==> src/inc/loop_fault_pkg.sv <==
// Purpose: Shared constants and types for the loop converter serial port and fault logic
// Assumes: 200 MHz system clock; serial frames of 24 bits, MSB first
// Notes: Register offsets are 7-bit command addresses; bit 7 of the command selects a read
package loop_fault_pkg;

  // Clock and timing
  localparam int unsigned CLK_MHZ = 200;
  localparam int unsigned TICK_MS = 50;
  localparam int unsigned TICK_CYCLES = TICK_MS * CLK_MHZ * 1000;
  localparam int unsigned RETRY_SETTLE_CYCLES = 16;
  localparam int unsigned STRAP_WAIT = 3;

  // Frame geometry
  localparam int unsigned FRAME_BITS = 24;
  localparam logic [4:0] FRAME_LAST = 5'h17;

  // Register offsets
  localparam logic [6:0] ADDR_NULL = 7'h00;
  localparam logic [6:0] ADDR_COMMIT = 7'h01;
  localparam logic [6:0] ADDR_NOP = 7'h02;
  localparam logic [6:0] ADDR_MODE = 7'h03;
  localparam logic [6:0] ADDR_CODE = 7'h04;
  localparam logic [6:0] ADDR_CFG = 7'h05;
  localparam logic [6:0] ADDR_ALARM_LO = 7'h06;
  localparam logic [6:0] ADDR_ALARM_HI = 7'h07;
  localparam logic [6:0] ADDR_STATUS = 7'h09;

  // Command key and reset values
  localparam logic [15:0] COMMIT_KEY = 16'h00FF;
  localparam logic [15:0] CODE_RST_LOW_BAND = 16'h2400;
  localparam logic [15:0] CODE_RST_HIGH_BAND = 16'hE800;
  localparam logic [15:0] CFG_RST = 16'h0102;
  localparam logic [15:0] ALARM_LO_RST = 16'h0300;
  localparam logic [15:0] ALARM_HI_RST = 16'hF000;

  // Status bit positions
  localparam int unsigned ST_PRESENT = 0;
  localparam int unsigned ST_STICKY = 1;
  localparam int unsigned ST_TIMEOUT = 2;
  localparam int unsigned ST_FRAME = 3;

  typedef struct packed {
    logic is_read;
    logic [6:0] addr;
    logic [15:0] data;
  } frame_s;

  typedef struct packed {
    logic [4:0] unused;
    logic [2:0] retry_time;
    logic retry_disable;
    logic timeout_loop_mask;
    logic link_timeout_mask;
    logic loop_fault_pin_disable;
    logic [2:0] timeout_sel;
    logic loop_fault_mask;
  } err_cfg_s;

  typedef enum logic [1:0] {
    LOOP_OK = 2'b00,
    LOOP_FAULT = 2'b01,
    LOOP_RETRY = 2'b10
  } loop_state_e;

  typedef enum logic [1:0] {
    DRIVE_CODE = 2'b00,
    DRIVE_ALARM_LO = 2'b01,
    DRIVE_ALARM_HI = 2'b10
  } drive_sel_e;

endpackage

==> src/loop_fault_spi.sv <==
// Purpose: Serial control port, register file and fault reporting of a loop current converter
// Assumes: Host serial clock well below clk/4; all pins sampled through two flip-flops
// Notes: Analogue stage sees drive_value and drive_sel; loop_fault_in flags an unsustained current
// Summary of operation
// - Loop fault drives low alarm unless masked
// - Unmasked fault retries code current periodically
// - Retry disabled: recheck only on status read or code write
// - Loop fault sets present and sticky flags
// - Present flag clears on a retry that finds no fault; follows the fault when masked
// - Flag timeout without valid write in period
// - Framing-error or address-zero writes never count
// - Timeout masks gate pin and loop reporting
// - Non-multiple of 24 clocks is frame error
// - Timeout alarm band follows band select pin
// - Loop fault wins conflicting alarm currents
// - Fault pin reports loop and timeout faults
// - Sample on rising, shift on falling edge
// - Early chip select rise aborts with fault
// - Extra clocks shift through; last 24 decoded
// - Output tristated while deselected; MSB at select
// - Frame is command byte then data word
// - Writes to read-only registers are ignored
// - Read command loads register into shifter
// - Next transfer echoes command then contents
// - Protected writes wait for commit command
// - Retry spacing is field plus one times 50 ms
// - Reset timeout selection gives 100 ms
// - Unprotected writes load at select rise
// - No-operation write counts as valid traffic
`timescale 1ns/10ps
`default_nettype none

module loop_fault_spi #(
  parameter int unsigned TICK_CYCLES = loop_fault_pkg::TICK_CYCLES
) (
  // Clock and reset
  input wire logic clk,
  input wire logic resetn,
  // Serial port pins
  input wire logic sclk,
  input wire logic chip_select_n,
  input wire logic sdi,
  output logic sdo_o,
  output logic sdo_oe,
  // Fault pins and loop sense
  input wire logic alarm_band_select_pin,
  input wire logic loop_fault_in,
  output logic fault_pin_n,
  // Current command to the output stage
  output logic [15:0] drive_value,
  output loop_fault_pkg::drive_sel_e drive_sel
);

  // Pin synchronisers: sclk, chip select, data, loop sense, band select
  logic [4:0] sync1_q;
  logic [4:0] sync2_q;
  logic sclk_prev_q;
  logic csn_prev_q;

  always_ff @(posedge clk or negedge resetn) begin
    if (!resetn) begin
      sync1_q <= 5'h03;
      sync2_q <= 5'h03;
      sclk_prev_q <= 1'b1;
      csn_prev_q <= 1'b1;
    end else begin
      sync1_q <= {alarm_band_select_pin, loop_fault_in, sdi, chip_select_n, sclk};
      sync2_q <= sync1_q;
      sclk_prev_q <= sync2_q[0];
      csn_prev_q <= sync2_q[1];
    end
  end

  logic sclk_s;
  logic csn_s;
  logic sdi_s;
  logic loop_s;
  logic band_s;
  assign sclk_s = sync2_q[0];
  assign csn_s = sync2_q[1];
  assign sdi_s = sync2_q[2];
  assign loop_s = sync2_q[3];
  assign band_s = sync2_q[4];

  logic sclk_rise;
  logic sclk_fall;
  logic csn_fall;
  logic csn_rise;
  assign sclk_rise = !csn_s && sclk_s && !sclk_prev_q;
  assign sclk_fall = !csn_s && !sclk_s && sclk_prev_q;
  assign csn_fall = !csn_s && csn_prev_q;
  assign csn_rise = csn_s && !csn_prev_q;

  // State
  logic [23:0] shift_q, shift_d;
  logic [4:0] bit_cnt_q, bit_cnt_d;
  logic got_frame_q, got_frame_d;
  logic rose_q, rose_d;
  logic sdo_q, sdo_d;
  logic sdo_oe_q, sdo_oe_d;
  logic protect_q, protect_d;
  logic [15:0] code_q, code_d;
  loop_fault_pkg::err_cfg_s cfg_q, cfg_d;
  logic [15:0] alarm_lo_q, alarm_lo_d;
  logic [15:0] alarm_hi_q, alarm_hi_d;
  logic pend_valid_q, pend_valid_d;
  logic [6:0] pend_addr_q, pend_addr_d;
  logic [15:0] pend_data_q, pend_data_d;
  logic [1:0] strap_cnt_q, strap_cnt_d;
  logic [23:0] tick_cnt_q, tick_cnt_d;
  logic [23:0] tout_tick_q, tout_tick_d;
  logic [3:0] tout_cnt_q, tout_cnt_d;
  logic timeout_q, timeout_d;
  logic frame_fault_flag_q, frame_fault_flag_d;
  logic present_loop_fault_flag_q, present_loop_fault_flag_d;
  logic sticky_loop_q, sticky_loop_d;
  loop_fault_pkg::loop_state_e loop_q, loop_d;
  logic [3:0] retry_cnt_q, retry_cnt_d;
  logic [4:0] settle_cnt_q, settle_cnt_d;
  logic fault_pin_n_q, fault_pin_n_d;
  logic [15:0] drive_value_q, drive_value_d;
  loop_fault_pkg::drive_sel_e drive_sel_q, drive_sel_d;

  // Register read view; unmapped and write-only addresses read zero
  function automatic logic [15:0] read_reg(input logic [6:0] a, input logic [15:0] status);
    logic [15:0] v;
    v = 16'h0000;
    case (a)
      loop_fault_pkg::ADDR_MODE: v = {15'h0000, protect_q};
      loop_fault_pkg::ADDR_CODE: v = code_q;
      loop_fault_pkg::ADDR_CFG: v = cfg_q;
      loop_fault_pkg::ADDR_ALARM_LO: v = alarm_lo_q;
      loop_fault_pkg::ADDR_ALARM_HI: v = alarm_hi_q;
      loop_fault_pkg::ADDR_STATUS: v = status;
      default: v = 16'h0000;
    endcase
    return v;
  endfunction

  function automatic logic writable(input logic [6:0] a);
    return (a == loop_fault_pkg::ADDR_MODE) || (a == loop_fault_pkg::ADDR_CODE) ||
           (a == loop_fault_pkg::ADDR_CFG) || (a == loop_fault_pkg::ADDR_ALARM_LO) ||
           (a == loop_fault_pkg::ADDR_ALARM_HI);
  endfunction

  always_comb begin
    loop_fault_pkg::frame_s fr;
    logic [15:0] status;
    logic frame_ok;
    logic valid_write;
    logic status_read;
    logic frame_err;
    logic wr_go;
    logic [6:0] wr_addr;
    logic [15:0] wr_data;
    logic code_changed;
    logic tick;
    logic tout_tick;
    logic loop_event;
    logic loop_alarm;
    logic tout_loop;
    fr = shift_q;
    status = 16'h0000;
    status[loop_fault_pkg::ST_PRESENT] = present_loop_fault_flag_q;
    status[loop_fault_pkg::ST_STICKY] = sticky_loop_q;
    status[loop_fault_pkg::ST_TIMEOUT] = timeout_q;
    status[loop_fault_pkg::ST_FRAME] = frame_fault_flag_q;
    shift_d = shift_q;
    bit_cnt_d = bit_cnt_q;
    got_frame_d = got_frame_q;
    rose_d = rose_q;
    sdo_d = sdo_q;
    sdo_oe_d = sdo_oe_q;
    protect_d = protect_q;
    code_d = code_q;
    cfg_d = cfg_q;
    alarm_lo_d = alarm_lo_q;
    alarm_hi_d = alarm_hi_q;
    pend_valid_d = pend_valid_q;
    pend_addr_d = pend_addr_q;
    pend_data_d = pend_data_q;
    strap_cnt_d = strap_cnt_q;
    frame_ok = 1'b0;
    frame_err = 1'b0;
    valid_write = 1'b0;
    status_read = 1'b0;
    wr_go = 1'b0;
    wr_addr = loop_fault_pkg::ADDR_NULL;
    wr_data = 16'h0000;
    code_changed = 1'b0;
    tick = 1'b0;
    tout_tick = 1'b0;
    loop_event = 1'b0;
    loop_alarm = 1'b0;
    tout_loop = 1'b0;

    // Serial shifter; the host paces every bit, nothing here stalls it
    if (csn_fall) begin
      sdo_oe_d = 1'b1;
      sdo_d = shift_q[23];
      bit_cnt_d = 5'h00;
      got_frame_d = 1'b0;
      rose_d = 1'b0;
    end
    if (sclk_rise) begin
      shift_d = {shift_q[22:0], sdi_s};
      rose_d = 1'b1;
      if (bit_cnt_q == loop_fault_pkg::FRAME_LAST) begin
        bit_cnt_d = 5'h00;
        got_frame_d = 1'b1;
      end else begin
        bit_cnt_d = bit_cnt_q + 5'h01;
      end
    end
    if (sclk_fall && rose_q) begin
      sdo_d = shift_q[23];
    end
    if (csn_rise) begin
      sdo_oe_d = 1'b0;
      frame_ok = got_frame_q && (bit_cnt_q == 5'h00);
      frame_err = !frame_ok;
    end

    // Decode the last 24 bits held: command byte then data word
    if (frame_ok) begin
      if (fr.is_read) begin
        status_read = (fr.addr == loop_fault_pkg::ADDR_STATUS);
        shift_d = {fr.is_read, fr.addr, read_reg(fr.addr, status)};
      end else if (fr.addr != loop_fault_pkg::ADDR_NULL) begin
        valid_write = 1'b1;
        if (fr.addr == loop_fault_pkg::ADDR_COMMIT) begin
          if (fr.data == loop_fault_pkg::COMMIT_KEY && pend_valid_q) begin
            wr_go = 1'b1;
            wr_addr = pend_addr_q;
            wr_data = pend_data_q;
            pend_valid_d = 1'b0;
          end
        end else if (writable(fr.addr)) begin
          if (protect_q) begin
            pend_valid_d = 1'b1;
            pend_addr_d = fr.addr;
            pend_data_d = fr.data;
          end else begin
            wr_go = 1'b1;
            wr_addr = fr.addr;
            wr_data = fr.data;
          end
        end
      end
    end

    if (wr_go) begin
      case (wr_addr)
        loop_fault_pkg::ADDR_MODE: protect_d = wr_data[0];
        loop_fault_pkg::ADDR_CODE: begin
          code_d = wr_data;
          code_changed = 1'b1;
        end
        loop_fault_pkg::ADDR_CFG: cfg_d = wr_data;
        loop_fault_pkg::ADDR_ALARM_LO: alarm_lo_d = wr_data;
        loop_fault_pkg::ADDR_ALARM_HI: alarm_hi_d = wr_data;
        default: ;
      endcase
    end

    // Power-up code follows the band strap, caught once the synchroniser has settled
    if (strap_cnt_q != 2'(loop_fault_pkg::STRAP_WAIT)) begin
      strap_cnt_d = strap_cnt_q + 2'h1;
      if (strap_cnt_d == 2'(loop_fault_pkg::STRAP_WAIT) && !code_changed) begin
        code_d = band_s ? loop_fault_pkg::CODE_RST_HIGH_BAND : loop_fault_pkg::CODE_RST_LOW_BAND;
      end
    end

    // Retry timebase, restarted on fault entry so the first retry waits a full interval
    tick = (tick_cnt_q == 24'(TICK_CYCLES - 1));
    tick_cnt_d = tick ? 24'h000000 : tick_cnt_q + 24'h000001;

    // Link timeout: (selection + 1) periods of silence, own timebase restarted by traffic
    tout_tick = (tout_tick_q == 24'(TICK_CYCLES - 1));
    tout_tick_d = tout_tick ? 24'h000000 : tout_tick_q + 24'h000001;
    timeout_d = timeout_q;
    tout_cnt_d = tout_cnt_q;
    if (valid_write) begin
      timeout_d = 1'b0;
      tout_cnt_d = 4'h0;
      tout_tick_d = 24'h000000;
    end else if (tout_tick && !timeout_q) begin
      tout_cnt_d = tout_cnt_q + 4'h1;
      if (tout_cnt_d == {1'b0, cfg_q.timeout_sel} + 4'h1) begin
        timeout_d = 1'b1;
      end
    end

    // Frame flag: set wins over the clearing status read
    frame_fault_flag_d = (frame_fault_flag_q && !status_read) || frame_err;

    // Loop supervision
    loop_d = loop_q;
    retry_cnt_d = retry_cnt_q;
    settle_cnt_d = settle_cnt_q;
    present_loop_fault_flag_d = present_loop_fault_flag_q;
    loop_event = 1'b0;
    case (loop_q)
      loop_fault_pkg::LOOP_OK: begin
        present_loop_fault_flag_d = loop_s;
        loop_event = loop_s;
        if (loop_s && !cfg_q.loop_fault_mask) begin
          loop_d = loop_fault_pkg::LOOP_FAULT;
          retry_cnt_d = 4'h0;
        end
      end
      loop_fault_pkg::LOOP_FAULT: begin
        present_loop_fault_flag_d = 1'b1;
        settle_cnt_d = 5'h00;
        if (cfg_q.loop_fault_mask) begin
          loop_d = loop_fault_pkg::LOOP_OK;
        end else if (code_changed) begin
          loop_d = loop_fault_pkg::LOOP_RETRY;
        end else if (cfg_q.retry_disable) begin
          if (status_read) begin
            loop_d = loop_fault_pkg::LOOP_RETRY;
          end
        end else if (tick) begin
          retry_cnt_d = retry_cnt_q + 4'h1;
          if (retry_cnt_d == {1'b0, cfg_q.retry_time} + 4'h1) begin
            loop_d = loop_fault_pkg::LOOP_RETRY;
          end
        end
      end
      loop_fault_pkg::LOOP_RETRY: begin
        // Code current is driven for a settle window before the verdict
        settle_cnt_d = settle_cnt_q + 5'h01;
        if (settle_cnt_q == 5'(loop_fault_pkg::RETRY_SETTLE_CYCLES - 1)) begin
          retry_cnt_d = 4'h0;
          if (loop_s) begin
            loop_d = loop_fault_pkg::LOOP_FAULT;
            loop_event = 1'b1;
          end else begin
            loop_d = loop_fault_pkg::LOOP_OK;
            present_loop_fault_flag_d = 1'b0;
          end
        end
      end
      default: loop_d = loop_fault_pkg::LOOP_OK;
    endcase
    if (loop_d == loop_fault_pkg::LOOP_FAULT && loop_q != loop_fault_pkg::LOOP_FAULT) begin
      tick_cnt_d = 24'h000000;
    end
    sticky_loop_d = (sticky_loop_q && !status_read) || loop_event;

    // Current selection: loop alarm outranks timeout alarm
    loop_alarm = (loop_q == loop_fault_pkg::LOOP_FAULT) && !cfg_q.loop_fault_mask;
    tout_loop = timeout_q && !cfg_q.link_timeout_mask && !cfg_q.timeout_loop_mask;
    if (loop_alarm) begin
      drive_sel_d = loop_fault_pkg::DRIVE_ALARM_LO;
      drive_value_d = alarm_lo_q;
    end else if (tout_loop && band_s) begin
      drive_sel_d = loop_fault_pkg::DRIVE_ALARM_HI;
      drive_value_d = alarm_hi_q;
    end else if (tout_loop) begin
      drive_sel_d = loop_fault_pkg::DRIVE_ALARM_LO;
      drive_value_d = alarm_lo_q;
    end else begin
      drive_sel_d = loop_fault_pkg::DRIVE_CODE;
      drive_value_d = code_q;
    end

    fault_pin_n_d = !((present_loop_fault_flag_q && !cfg_q.loop_fault_pin_disable) ||
                      (timeout_q && !cfg_q.link_timeout_mask) ||
                      frame_fault_flag_q);
  end

  always_ff @(posedge clk or negedge resetn) begin
    if (!resetn) begin
      shift_q <= 24'h000000;
      bit_cnt_q <= 5'h00;
      got_frame_q <= 1'b0;
      rose_q <= 1'b0;
      sdo_q <= 1'b0;
      sdo_oe_q <= 1'b0;
      protect_q <= 1'b0;
      code_q <= loop_fault_pkg::CODE_RST_LOW_BAND;
      cfg_q <= loop_fault_pkg::CFG_RST;
      alarm_lo_q <= loop_fault_pkg::ALARM_LO_RST;
      alarm_hi_q <= loop_fault_pkg::ALARM_HI_RST;
      pend_valid_q <= 1'b0;
      pend_addr_q <= 7'h00;
      pend_data_q <= 16'h0000;
      strap_cnt_q <= 2'h0;
      tick_cnt_q <= 24'h000000;
      tout_tick_q <= 24'h000000;
      tout_cnt_q <= 4'h0;
      timeout_q <= 1'b0;
      frame_fault_flag_q <= 1'b0;
      present_loop_fault_flag_q <= 1'b0;
      sticky_loop_q <= 1'b0;
      loop_q <= loop_fault_pkg::LOOP_OK;
      retry_cnt_q <= 4'h0;
      settle_cnt_q <= 5'h00;
      fault_pin_n_q <= 1'b1;
      drive_value_q <= loop_fault_pkg::CODE_RST_LOW_BAND;
      drive_sel_q <= loop_fault_pkg::DRIVE_CODE;
    end else begin
      shift_q <= shift_d;
      bit_cnt_q <= bit_cnt_d;
      got_frame_q <= got_frame_d;
      rose_q <= rose_d;
      sdo_q <= sdo_d;
      sdo_oe_q <= sdo_oe_d;
      protect_q <= protect_d;
      code_q <= code_d;
      cfg_q <= cfg_d;
      alarm_lo_q <= alarm_lo_d;
      alarm_hi_q <= alarm_hi_d;
      pend_valid_q <= pend_valid_d;
      pend_addr_q <= pend_addr_d;
      pend_data_q <= pend_data_d;
      strap_cnt_q <= strap_cnt_d;
      tick_cnt_q <= tick_cnt_d;
      tout_tick_q <= tout_tick_d;
      tout_cnt_q <= tout_cnt_d;
      timeout_q <= timeout_d;
      frame_fault_flag_q <= frame_fault_flag_d;
      present_loop_fault_flag_q <= present_loop_fault_flag_d;
      sticky_loop_q <= sticky_loop_d;
      loop_q <= loop_d;
      retry_cnt_q <= retry_cnt_d;
      settle_cnt_q <= settle_cnt_d;
      fault_pin_n_q <= fault_pin_n_d;
      drive_value_q <= drive_value_d;
      drive_sel_q <= drive_sel_d;
    end
  end

  assign sdo_o = sdo_q;
  assign sdo_oe = sdo_oe_q;
  assign fault_pin_n = fault_pin_n_q;
  assign drive_value = drive_value_q;
  assign drive_sel = drive_sel_q;

endmodule

`default_nettype wire

==> config.mk <==
export PLATFORM = sky130hd
export DESIGN_NAME = loop_fault_spi
export DESIGN_NICKNAME = d
export VERILOG_FILES = /design/src/inc/loop_fault_pkg.sv /design/src/loop_fault_spi.sv
export SDC_FILE = /design/constraint.sdc
export NUM_CORES = 1
export LEC_CHECK = 0
export ABC_CLOCK_PERIOD_IN_PS = 3100
export CAP_MARGIN = 25
export CORE_ASPECT_RATIO = 1.75
export CORE_MARGIN = 4
export CORE_UTILIZATION = 43
export DETAILED_ROUTE_END_ITERATION = 7
export DONT_BUFFER_PORTS = 1
export GPL_ROUTABILITY_DRIVEN = 0
export HOLD_SLACK_MARGIN = 0.08
export RECOVER_POWER = 100
export SYNTH_ARGS = -nofsm -noshare
export SYNTH_HDL_FRONTEND = slang
export SYNTH_SLANG_ARGS = --single-unit
export TNS_END_PERCENT = 1
==> constraint.sdc <==
create_clock -name clk -period 3.1 [get_ports clk]
set_input_delay 0.465 -clock clk [delete_from_list [all_inputs] [get_ports clk]]
set_output_delay 0.465 -clock clk [all_outputs]
set_load 0.1 [all_outputs]
# ---- Yosys cells after proc, flatten, opt, wreduce, memory -nomap -nowiden
# Cells that the tools add are included.
dict set report totals {
  reg_bits 222
  inputBits 7
  out_inout_bits 21
  elab_cells 241
}
dict set report classes {
  add_sub_neg 9
  n_eq_ne 34
  n_mux 94
  n_bitwise 2
  reduce_logical 62
}
# op count
set ops {}
lappend ops {{$mux 16} 15}
lappend ops {{$mux 24} 7}
lappend ops {{$pmux 16 s6} 1}
lappend ops {{$eq 7x3->1 const B} 8}
lappend ops {{$mux 7} 7}
lappend ops {{$add 24x1->24 const B} 2}
lappend ops {{$eq 24x24->1 const B} 2}
lappend ops {{$mux 1} 38}
lappend ops {{$mux 4} 8}
lappend ops {{$logic_and 1x1->1} 20}
lappend ops {{$mux 2} 10}
lappend ops {{$ne 2x2->1 const B} 9}
lappend ops {{$eq 16x8->1 const B} 1}
lappend ops {{$reduce_bool 2->1} 8}
lappend ops {{$mux 5} 3}
lappend ops {{$eq 7x2->1 const B} 2}
lappend ops {{$logic_not 1->1} 13}
lappend ops {{$pmux 4 s3} 1}
lappend ops {{$reduce_and 6->1} 2}
lappend ops {{$add 5x1->5 const B} 2}
lappend ops {{$pmux 5 s2} 1}
lappend ops {{$reduce_and 2->1} 5}
lappend ops {{$add 3x1->4 const B} 2}
lappend ops {{$add 4x1->4 const B} 2}
lappend ops {{other kinds (20)} 32}

# ---- Longest topological paths before layout
# Gate-level depths: netlist of the first run.
dict set report logic_depth {
  word_depth 19
  mapped_depth 11
  depth_no_buf 8
}

# ---- Worst setup path after synthesis of the first run
# No wires, ideal clock.
dict set report synth_path {
  path_kind {reg2reg}
  startpoint {register bit_cnt_q[0]}
  endpoint {register cfg_q[10] in the netlist's numbering}
  setup_time_ps 127
  arrival_ps 2939
  required_ps 2973
  path_slack_ps 34
  stages_incl_launch_ff 12
  path_buffers 4
  period_less_slack_ps 3066
  path_cell_list {dfrtp_1 -> inv_1 -> ha_1 -> nand4bb_1 -> or3b_2 -> clkbuf_1 -> or3_4 -> buf_6 -> or4_1 -> buf_4 -> buf_6 -> mux2_1}
}
dict set report synth_between {
  elab_chain_cells 6
  elab_cells_between_ends 8
  cone_classes {eq/ne: 1; mux: 4; reduce/logical: 3}
}
# item line
set synth_rtl {}
lappend synth_rtl {{start: declaration} loop_fault_spi.sv:96} ;# logic [4:0] bit_cnt_q, bit_cnt_d;
lappend synth_rtl {{start signal: assignment} loop_fault_spi.sv:405} ;# bit_cnt_q <= bit_cnt_d;
lappend synth_rtl {{$logic_not 5->1 (*)} loop_fault_spi.sv:220} ;# frame_ok = got_frame_q && (bit_cnt_q == 5'h00);
lappend synth_rtl {{$logic_and 1x1->1 (*)} loop_fault_spi.sv:220}
lappend synth_rtl {{$mux 1 (*)} loop_fault_spi.sv:218} ;# if (csn_rise) begin
lappend synth_rtl {{$mux 7} loop_fault_spi.sv:225} ;# if (frame_ok) begin
lappend synth_rtl {{$eq 7x3->1} loop_fault_spi.sv:253} ;# case (wr_addr)
lappend synth_rtl {{$reduce_and 2->1 (no line)} -}
lappend synth_rtl {{end signal: assignment} loop_fault_spi.sv:383} ;# cfg_q <= loop_fault_pkg::CFG_RST;
lappend synth_rtl {{end signal: assignment} loop_fault_spi.sv:412} ;# cfg_q <= cfg_d;
lappend synth_rtl {{end: declaration} loop_fault_spi.sv:103} ;# loop_fault_pkg::err_cfg_s cfg_q, cfg_d;
# Every way passes the cells marked *; elsewhere a longest branch is shown, timed or not.
# A chain may end at the register's enable or synchronous reset.

# ---- Worst setup path after layout of the first run
dict set report layout_path {
  startpoint {register shift_q[20]}
  endpoint {register alarm_hi_q[1]}
}
dict set report layout_between {
  elab_chain_cells 12
  elab_cells_between_ends 29
  cone_classes {eq/ne: 7; mux: 16; reduce/logical: 6}
}
# item line
set layout_rtl {}
lappend layout_rtl {{start: declaration} loop_fault_spi.sv:95} ;# logic [23:0] shift_q, shift_d;
lappend layout_rtl {{start signal: assignment} loop_fault_spi.sv:404} ;# shift_q <= shift_d;
lappend layout_rtl {{$eq 7x2->1 / $eq 7x3->1 (equally long branches)} loop_fault_spi.sv:141} ;# return (a == loop_fault_pkg::ADDR_MODE) || (a == loop_fault_pkg::ADDR_CODE) ||
lappend layout_rtl {{$logic_or 1x1->1 (2 in series)} loop_fault_spi.sv:141}
lappend layout_rtl {{$logic_or 1x1->1 (2 in series)} loop_fault_spi.sv:142} ;# (a == loop_fault_pkg::ADDR_CFG) || (a == loop_fault_pkg::ADDR_ALARM_LO) ||
lappend layout_rtl {{$mux 7} loop_fault_spi.sv:238} ;# end else if (writable(fr.addr)) begin
lappend layout_rtl {{$mux 7} loop_fault_spi.sv:231} ;# if (fr.addr == loop_fault_pkg::ADDR_COMMIT) begin
lappend layout_rtl {{$mux 7} loop_fault_spi.sv:229} ;# end else if (fr.addr != loop_fault_pkg::ADDR_NULL) begin
lappend layout_rtl {{$mux 7} loop_fault_spi.sv:226} ;# if (fr.is_read) begin
lappend layout_rtl {{$mux 7} loop_fault_spi.sv:225}
lappend layout_rtl {{$eq 7x3->1} loop_fault_spi.sv:253}
lappend layout_rtl {{$reduce_and 2->1 (no line)} -}
lappend layout_rtl {{end signal: assignment} loop_fault_spi.sv:385} ;# alarm_hi_q <= loop_fault_pkg::ALARM_HI_RST;
lappend layout_rtl {{end signal: assignment} loop_fault_spi.sv:414} ;# alarm_hi_q <= alarm_hi_d;
lappend layout_rtl {{end: declaration} loop_fault_spi.sv:105} ;# logic [15:0] alarm_hi_q, alarm_hi_d;
# Several ways; a longest one is shown, not always the timed one.

==> results of run 1 <==
[power groups by stage]
stage / combinational [mW] / sequential [mW] / clock [mW]
2_1_floorplan: 0.462 / 4.08 / 0
3_3_place_gp: 0.674 / 4.13 / 0
3_5_place_dp: 0.679 / 4.13 / 0
4_1_cts: 0.687 / 4.08 / 3.05
5_1_grt: 0.746 / 4.10 / 3.16
6_report: 0.664 / 4.07 / 2.97
[registers in the layout, summed over array words and instances (netlist names), 2 cells and up]
signal	cells
shift_q	24
tick_cnt_q	24
tout_tick_q	24
alarm_hi_q	16
alarm_lo_q	16
cfg_q	16
code_q	16
drive_value	16
pend_data_q	16
pend_addr_q	7
bit_cnt_q	5
settle_cnt_q	5
sync1_q	5
sync2_q	5
retry_cnt_q	4
tout_cnt_q	4
drive_sel	2
loop_q	2
strap_cnt_q	2
[kinds of logic (layout without fill, tap and decap cells)]
logic type / after synthesis / after routing / synth area share
simple gates: 341 / 341 / 0.163
flops: 222 / 222 / 0.512
mux: 142 / 142 / 0.157
compound gates: 124 / 124 / 0.0698
buf+inv: 81 / 117 / 0.0309
xor+xnor: 59 / 59 / 0.0474
fa+ha+maj: 18 / 18 / 0.0207
[path summary, 6_finish.rpt]
path / from / slack [ns] / cells past startpoint / endpoint
min in group clk: sync1_q[3] / 0.35 / 0 / sync2_q[3]
worst min-delay path: resetn / -0.36 / 0 / pend_data_q[12]
worst min register to register: sync1_q[3] / 0.35 / 0 / sync2_q[3]
worst max-delay path: shift_q[20] / 0.12 / 6 / alarm_hi_q[1]
max in group asynchronous: resetn / 2.86 / 0 / alarm_hi_q[6]
worst max register to register: shift_q[20] / 0.12 / 6 / alarm_hi_q[1]
[final cells by class]
class | instances | area (sq um) | area share
flip-flops and latches | 222 | 5580 | 0.458
multi-input cells | 684 | 4990 | 0.409
clock buffers | 39 | 738 | 0.0606
well taps | 312 | 390 | 0.0320
repair buffers | 42 | 292 | 0.0239
inverters | 31 | 116 | 0.00955
clock inverters | 5 | 78.8 | 0.00647
[placed cells by master (no fill, tap or decap), drive strengths merged, types with 4 or more instances in the layout]
master         n
a21o           6
a21oi         31
a31oi          5
and2          13
and3          20
and4           4
buf           21
clkbuf        55
dfrtp        203
dfstp         19
dlygate4sd3    5
ha            18
inv           31
mux2          80
mux2i         47
mux4          15
nand2         65
nand2b        10
nand3         24
nand4         27
nor2          81
nor2b          7
nor3          40
nor3b          4
nor4          14
nor4b          5
o21ai         39
o22ai         18
or3            6
or4            6
xnor2         32
xor2          27
[through the flow]
step | instances | util | setup slack (ns) | hold WS (ns) | cell area [sq um]
after global routing | 1335 | 0.491 | 0.0221 | -0.381 | 12200
final | 1335 | 0.491 | 0.117 | -0.362 | 12200
after detailed placement | 1286 | 0.459 | 0.140 | 0.183 | 11400
after floorplan | 987 | - | 0.0339 | 0.169 | 10900
after global placement | 1286 | 0.459 | 0.186 | 0.186 | 11400
after CTS | 1335 | 0.494 | 0.120 | -0.380 | 12200
[routing by layer]
metal / part of all wire / track usage / up-vias / routed length [um]
met3: 0.032 / 0.0252 / 63 / 840
met5: 0.00046 / 0 / - / 12
met2: 0.54 / 0.348 / 143 / 13900
met1: 0.39 / 0.221 / 3808 / 10200
li1: - / - / 3564 / -
met4: 0.037 / 0.0729 / 2 / 965
[worst max-delay path: stages, from the launching register on]
cell and delay (ns):
dfrtp_1 0.42, or3_4 0.41, or4_4 0.50, or3_4 0.41, or4_1 0.51, clkbuf_4 0.28
mux2_2 0.32
[repair_timing]
| action | 4_1_cts | 5_1_grt |
|---|---|---|
| setup endpoints to repair | 0 | 4 |
| gates resized for setup | 0 | 1 |
| endpoints found under the hold margin | 227 | 222 |
| buffers inserted | 0 | 0 |
==> run_results.csv, run 1 <==
group,metric,value,unit
timing,rsz0062_at_grt,"false",
yosys,syn_nets,1012,
global_route,grt_max_degree,223,
placement,portBuffers,0,
yosys,synthArstFlopShare,1.00,
floorplanning,chipWidth,128,um
yosys,syn_area,0.0109,sq mm
run,drv_cap,0,
floorplanning,ioPinCount,28,
route,vias,7580,
worst_hold_path,hold_class,"primary input to asynchronous set/reset pin",
clocking,cts_buffer_depth,3,
floorplanning,fp-row-count,76,
yosys,synth_common_cells,"203 x dfrtp_1, 81 x nor2_1, 65 x nand2_1",
final_layout,areaGrowthSynthToFinish,11.7,%
worst_setup_path,cp.required,3.51,ns
power_and_ir_drop,clkPwrFrac,0.386,
yosys,synth_flop_cell,"dfrtp_1",
yosys,yosys.area.top_type,"dfrtp_1",
route,drt_iter0_markers,408,
timing,max-slew-margin-rel,0.293,
route,viasPerCell,5.68,
power_and_ir_drop,vdd_drop_max,470,uV
route,routedWlPerCell,19.4,um
yosys,synth_cell_types,66,
clocking,cts-htree-levels,1,
floorplanning,core_area,0.0248,sq mm
floorplanning,die-area,0.0281,sq mm
power_and_ir_drop,p_total,7.70,mW
final_layout,diodes,0,
yosys,synth_top_area_frac,0.466,
timing,worst_pin_slew,1.06,ns
worst_setup_path,cp-start-kind,"flop",
power_and_ir_drop,power.internal,5.13,mW
yosys,synth_edf_count,0,
final_layout,drive_gt1_frac,0.154,
clocking,cts_tree,"done",
clocking,insertion_delay,0.53,ns
floorplanning,die_h,219,um
worst_setup_path,end_kind,"flop",
clocking,root_buffer,"clkbuf_16",
global_route,antenna_found_initial,1,
power_and_ir_drop,p_sw_frac,0.334,
route,drc,0,
clocking,cts_inserted_buffers,24,
route,ant_nets,0,
floorplanning,start_util,0.439,
power_and_ir_drop,p_seq_frac,0.528,
route,firstDrtPassIters,4,
final_layout,nets,1030,
final_layout,fill_cells,2246,
yosys,seq_area_frac_synth,0.512,
power_and_ir_drop,cellPowerDensity,632,mW/mm^2
global_route,grt_util_all_layers,0.190,
run_status,status,"finished, violations left",
yosys,synth_most_common_cell,"dfrtp_1",
worst_setup_path,arrival,3.39,ns
run_status,violations,"hold timing",
yosys,synth_area_leaders,"dfrtp_1 47%, mux2_2 6.2%, dfstp_2 4.6%, mux2i_1 4.3%, mux4_2 3.1%",
timing,setup_violations,0,
timing,slew_violations,0,
timing,tns,0,ns
clocking,cts.sinks,222,
global_route,first_global_vias,7965,
power_and_ir_drop,p_comb_frac,0.086,
timing,hold_slack,-0.362,ns
timing,period_needed,2.98,ns
worst_setup_path,crit_type,"flop to flop",
placement,hpwl,17900,um
timing,fmax,335,MHz
timing,final.setup_skew,0.0104,ns
timing,hold_viol_final,217,
yosys,synth.avg_cell_area,11.0,sq um
timing,fin_crit_sh,0.962,
route,finalWirelength,26000,um
yosys,synthCells,987,
yosys,ys_warn_count,0,
clocking,clk_pin_slew,0.06,ns
worst_setup_path,path_max_fanout,16,
global_route,grt_overflow,0,
power_and_ir_drop,switching_power,2.57,mW
global_route,grt_pass1_wl,42700,um
yosys,synth-seq-cells,222,
clocking,ctsHoldBuffers,5,
power_and_ir_drop,p_leak,5.58,nW
(Power assumes the default switching activity.)
==> run 2: changes to the inputs <==
--- a/config.mk
+++ b/config.mk
@@ -14,6 +14,7 @@
 export DONT_BUFFER_PORTS = 1
 export GPL_ROUTABILITY_DRIVEN = 0
 export HOLD_SLACK_MARGIN = 0.08
+export MAX_ROUTING_LAYER = met4
 export RECOVER_POWER = 100
 export SYNTH_ARGS = -nofsm -noshare
 export SYNTH_HDL_FRONTEND = slang
==> run 2 against run 1 <==
Against the previous run: the flow still finishes with violations (hold timing); register-to-register slack about the same; highest routed layer is now met4; clock power about the same; largest power group unchanged; routed wire length barely moved; power about the same.
==> run_results.csv, run 2 (synthesis results as in run 1) <==
group,metric,value,unit
clocking,cts_setup_buffers,0,
worst_setup_path,crit_type,"flop to flop",
global_route,first_global_vias,7973,
timing,hold_slack,-0.362,ns
clocking,ctsHoldBuffers,5,
worst_setup_path,arrival,3.39,ns
worst_setup_path,reg2reg_from,"shift_q[20]",
power_and_ir_drop,clkPwrFrac,0.386,
clocking,clk_pin_slew,0.06,ns
floorplanning,chipWidth,128,um
run_status,status,"finished, violations left",
timing,fmax,336,MHz
worst_setup_path,path_max_fanout,16,
route,viasPerCell,5.67,
worst_setup_path,cp-start-kind,"flop",
floorplanning,ioPinCount,28,
placement,dpl_cell_area,0.0114,sq mm
clocking,cts_inserted_buffers,24,
power_and_ir_drop,p_comb_frac,0.086,
route,ant_nets,0,
timing,setup_violations,0,
route,routedWlPerCell,19.4,um
power_and_ir_drop,vdd_drop_max,472,uV
timing,tns,0,ns
power_and_ir_drop,power.internal,5.13,mW
placement,hpwl,17900,um
clocking,cts_tree,"done",
global_route,grt_pass1_wl,42700,um
power_and_ir_drop,cellPowerDensity,632,mW/mm^2
final_layout,nets,1030,
route,vias,7580,
power_and_ir_drop,p_total,7.71,mW
final_layout,mostFrequentLayoutCell,"dfrtp_1",
clocking,cts.sinks,222,
worst_setup_path,reg2reg_depth,6,
timing,fin_crit_sh,0.960,
route,drc,0,
timing,period_needed,2.98,ns
final_layout,final_cell_mix,"203 x dfrtp_1, 81 x nor2_1, 65 x nand2_1, 60 x mux2_2, 47 x mux2i_1",
timing,max-slew-margin-rel,0.310,
power_and_ir_drop,switching_power,2.57,mW
timing,worst_pin_slew,1.03,ns
timing,slew_violations,0,
worst_setup_path,cp.required,3.51,ns
final_layout,drive_gt1_frac,0.154,
final_layout,fin_area,0.0122,sq mm
final_layout,areaGrowthSynthToFinish,11.7,%
global_route,grt_overflow,0,
worst_hold_path,hold_class,"primary input to asynchronous set/reset pin",
worst_setup_path,end_kind,"flop",
run,drv_cap,0,
global_route,grt_util_all_layers,0.195,
run_status,violations,"hold timing",
final_layout,top_regs,"shift_q: 24 flops, tick_cnt_q: 24 flops, tout_tick_q: 24 flops",
route,drt_iter0_markers,407,
route,finalWirelength,26000,um
clocking,cts-htree-levels,1,
global_route,antenna_found_initial,1,
worst_setup_path,r2r-end,"alarm_hi_q[1]",
timing,hold_viol_final,217,
clocking,cts_buffer_depth,3,
floorplanning,die-area,0.0281,sq mm
power_and_ir_drop,p_seq_frac,0.528,
clocking,root_buffer,"clkbuf_16",
global_route,grt_max_degree,223,
clocking,insertion_delay,0.53,ns
power_and_ir_drop,p_sw_frac,0.334,
floorplanning,fp-row-count,76,
floorplanning,core_area,0.0248,sq mm
floorplanning,die_h,219,um
power_and_ir_drop,p_leak,5.58,nW
worst_setup_path,r2r_setup_slack,0.12,ns
route,firstDrtPassIters,4,
floorplanning,start_util,0.439,
timing,final.setup_skew,0.00892,ns
placement,portBuffers,0,
timing,rsz0062_at_grt,"false",
## run 2: cell types whose count changed in the layout (fill, tap and decap cells not counted)
cell / change
diode_2: +1
## run 2: how the worst max path moves through the flow
stage | startpoint | to | slack [ns] | depth (start not counted)
5_1_grt | bit_cnt_q[0] | alarm_hi_q[5] | 0.02 | 8
2_1_floorplan | bit_cnt_q[0] | cfg_q[10] | 0.03 | 11
4_1_cts | bit_cnt_q[0] | cfg_q[9] | 0.12 | 8
6_report | shift_q[20] | alarm_hi_q[1] | 0.12 | 6
3_5_place_dp | bit_cnt_q[0] | cfg_q[9] | 0.14 | 8
3_3_place_gp | shift_q[20] | cfg_q[2] | 0.19 | 6
## run 2: critical path: stages (launching register included)
cell	delay, ns
dfrtp_1	0.42
or3_4	0.41
or4_4	0.50
or3_4	0.41
or4_1	0.51
clkbuf_4	0.28
mux2_2	0.32
## run 2: through the flow
| stage | hold slack [ns] | utilization | setup slack [ns] | cells |
|---|---|---|---|---|
| 4_1_cts | -0.380 | 0.494 | 0.120 | 1335 |
| 2_1_floorplan | 0.169 | - | 0.0339 | 987 |
| 3_3_place_gp | 0.186 | 0.459 | 0.186 | 1286 |
| 5_1_grt | -0.381 | 0.491 | 0.0223 | 1336 |
| 3_5_place_dp | 0.183 | 0.459 | 0.140 | 1286 |
| 6_report | -0.362 | 0.491 | 0.125 | 1336 |
## run 2: what timing repair did
item | 4_1_cts | 5_1_grt
hold endpoints to repair | 227 | 222
endpoints found under the setup margin | 0 | 4
resized for setup | 0 | 1
## run 2: metal layers
| metal | wire (um) | up-vias | track usage |
|---|---|---|---|
| li1 | - | 3561 | - |
| met1 | 10200 | 3832 | 0.221 |
| met2 | 14000 | 125 | 0.348 |
| met3 | 868 | 62 | 0.0249 |
| met4 | 924 | 0 | 0.0729 |
| met5 | 0 | - | - |
## run 2: power by group through the flow
stage | logic, mW | clock network [mW] | registers, mW
after floorplan | 0.462 | 0 | 4.08
after global placement | 0.674 | 0 | 4.13
after detailed placement | 0.679 | 0 | 4.13
after CTS | 0.687 | 3.05 | 4.08
after global routing | 0.747 | 3.16 | 4.10
final | 0.663 | 2.97 | 4.07
## run 2: area by class of cell
type                    count  area [sq um]
diodes                      1          2.50
clock inverters             5          78.8
repair buffers             42           292
multi-input cells         684          4990
flip-flops and latches    222          5580
inverters                  31           116
clock buffers              39           738
well taps                 312           390
fillers                  2245         12600
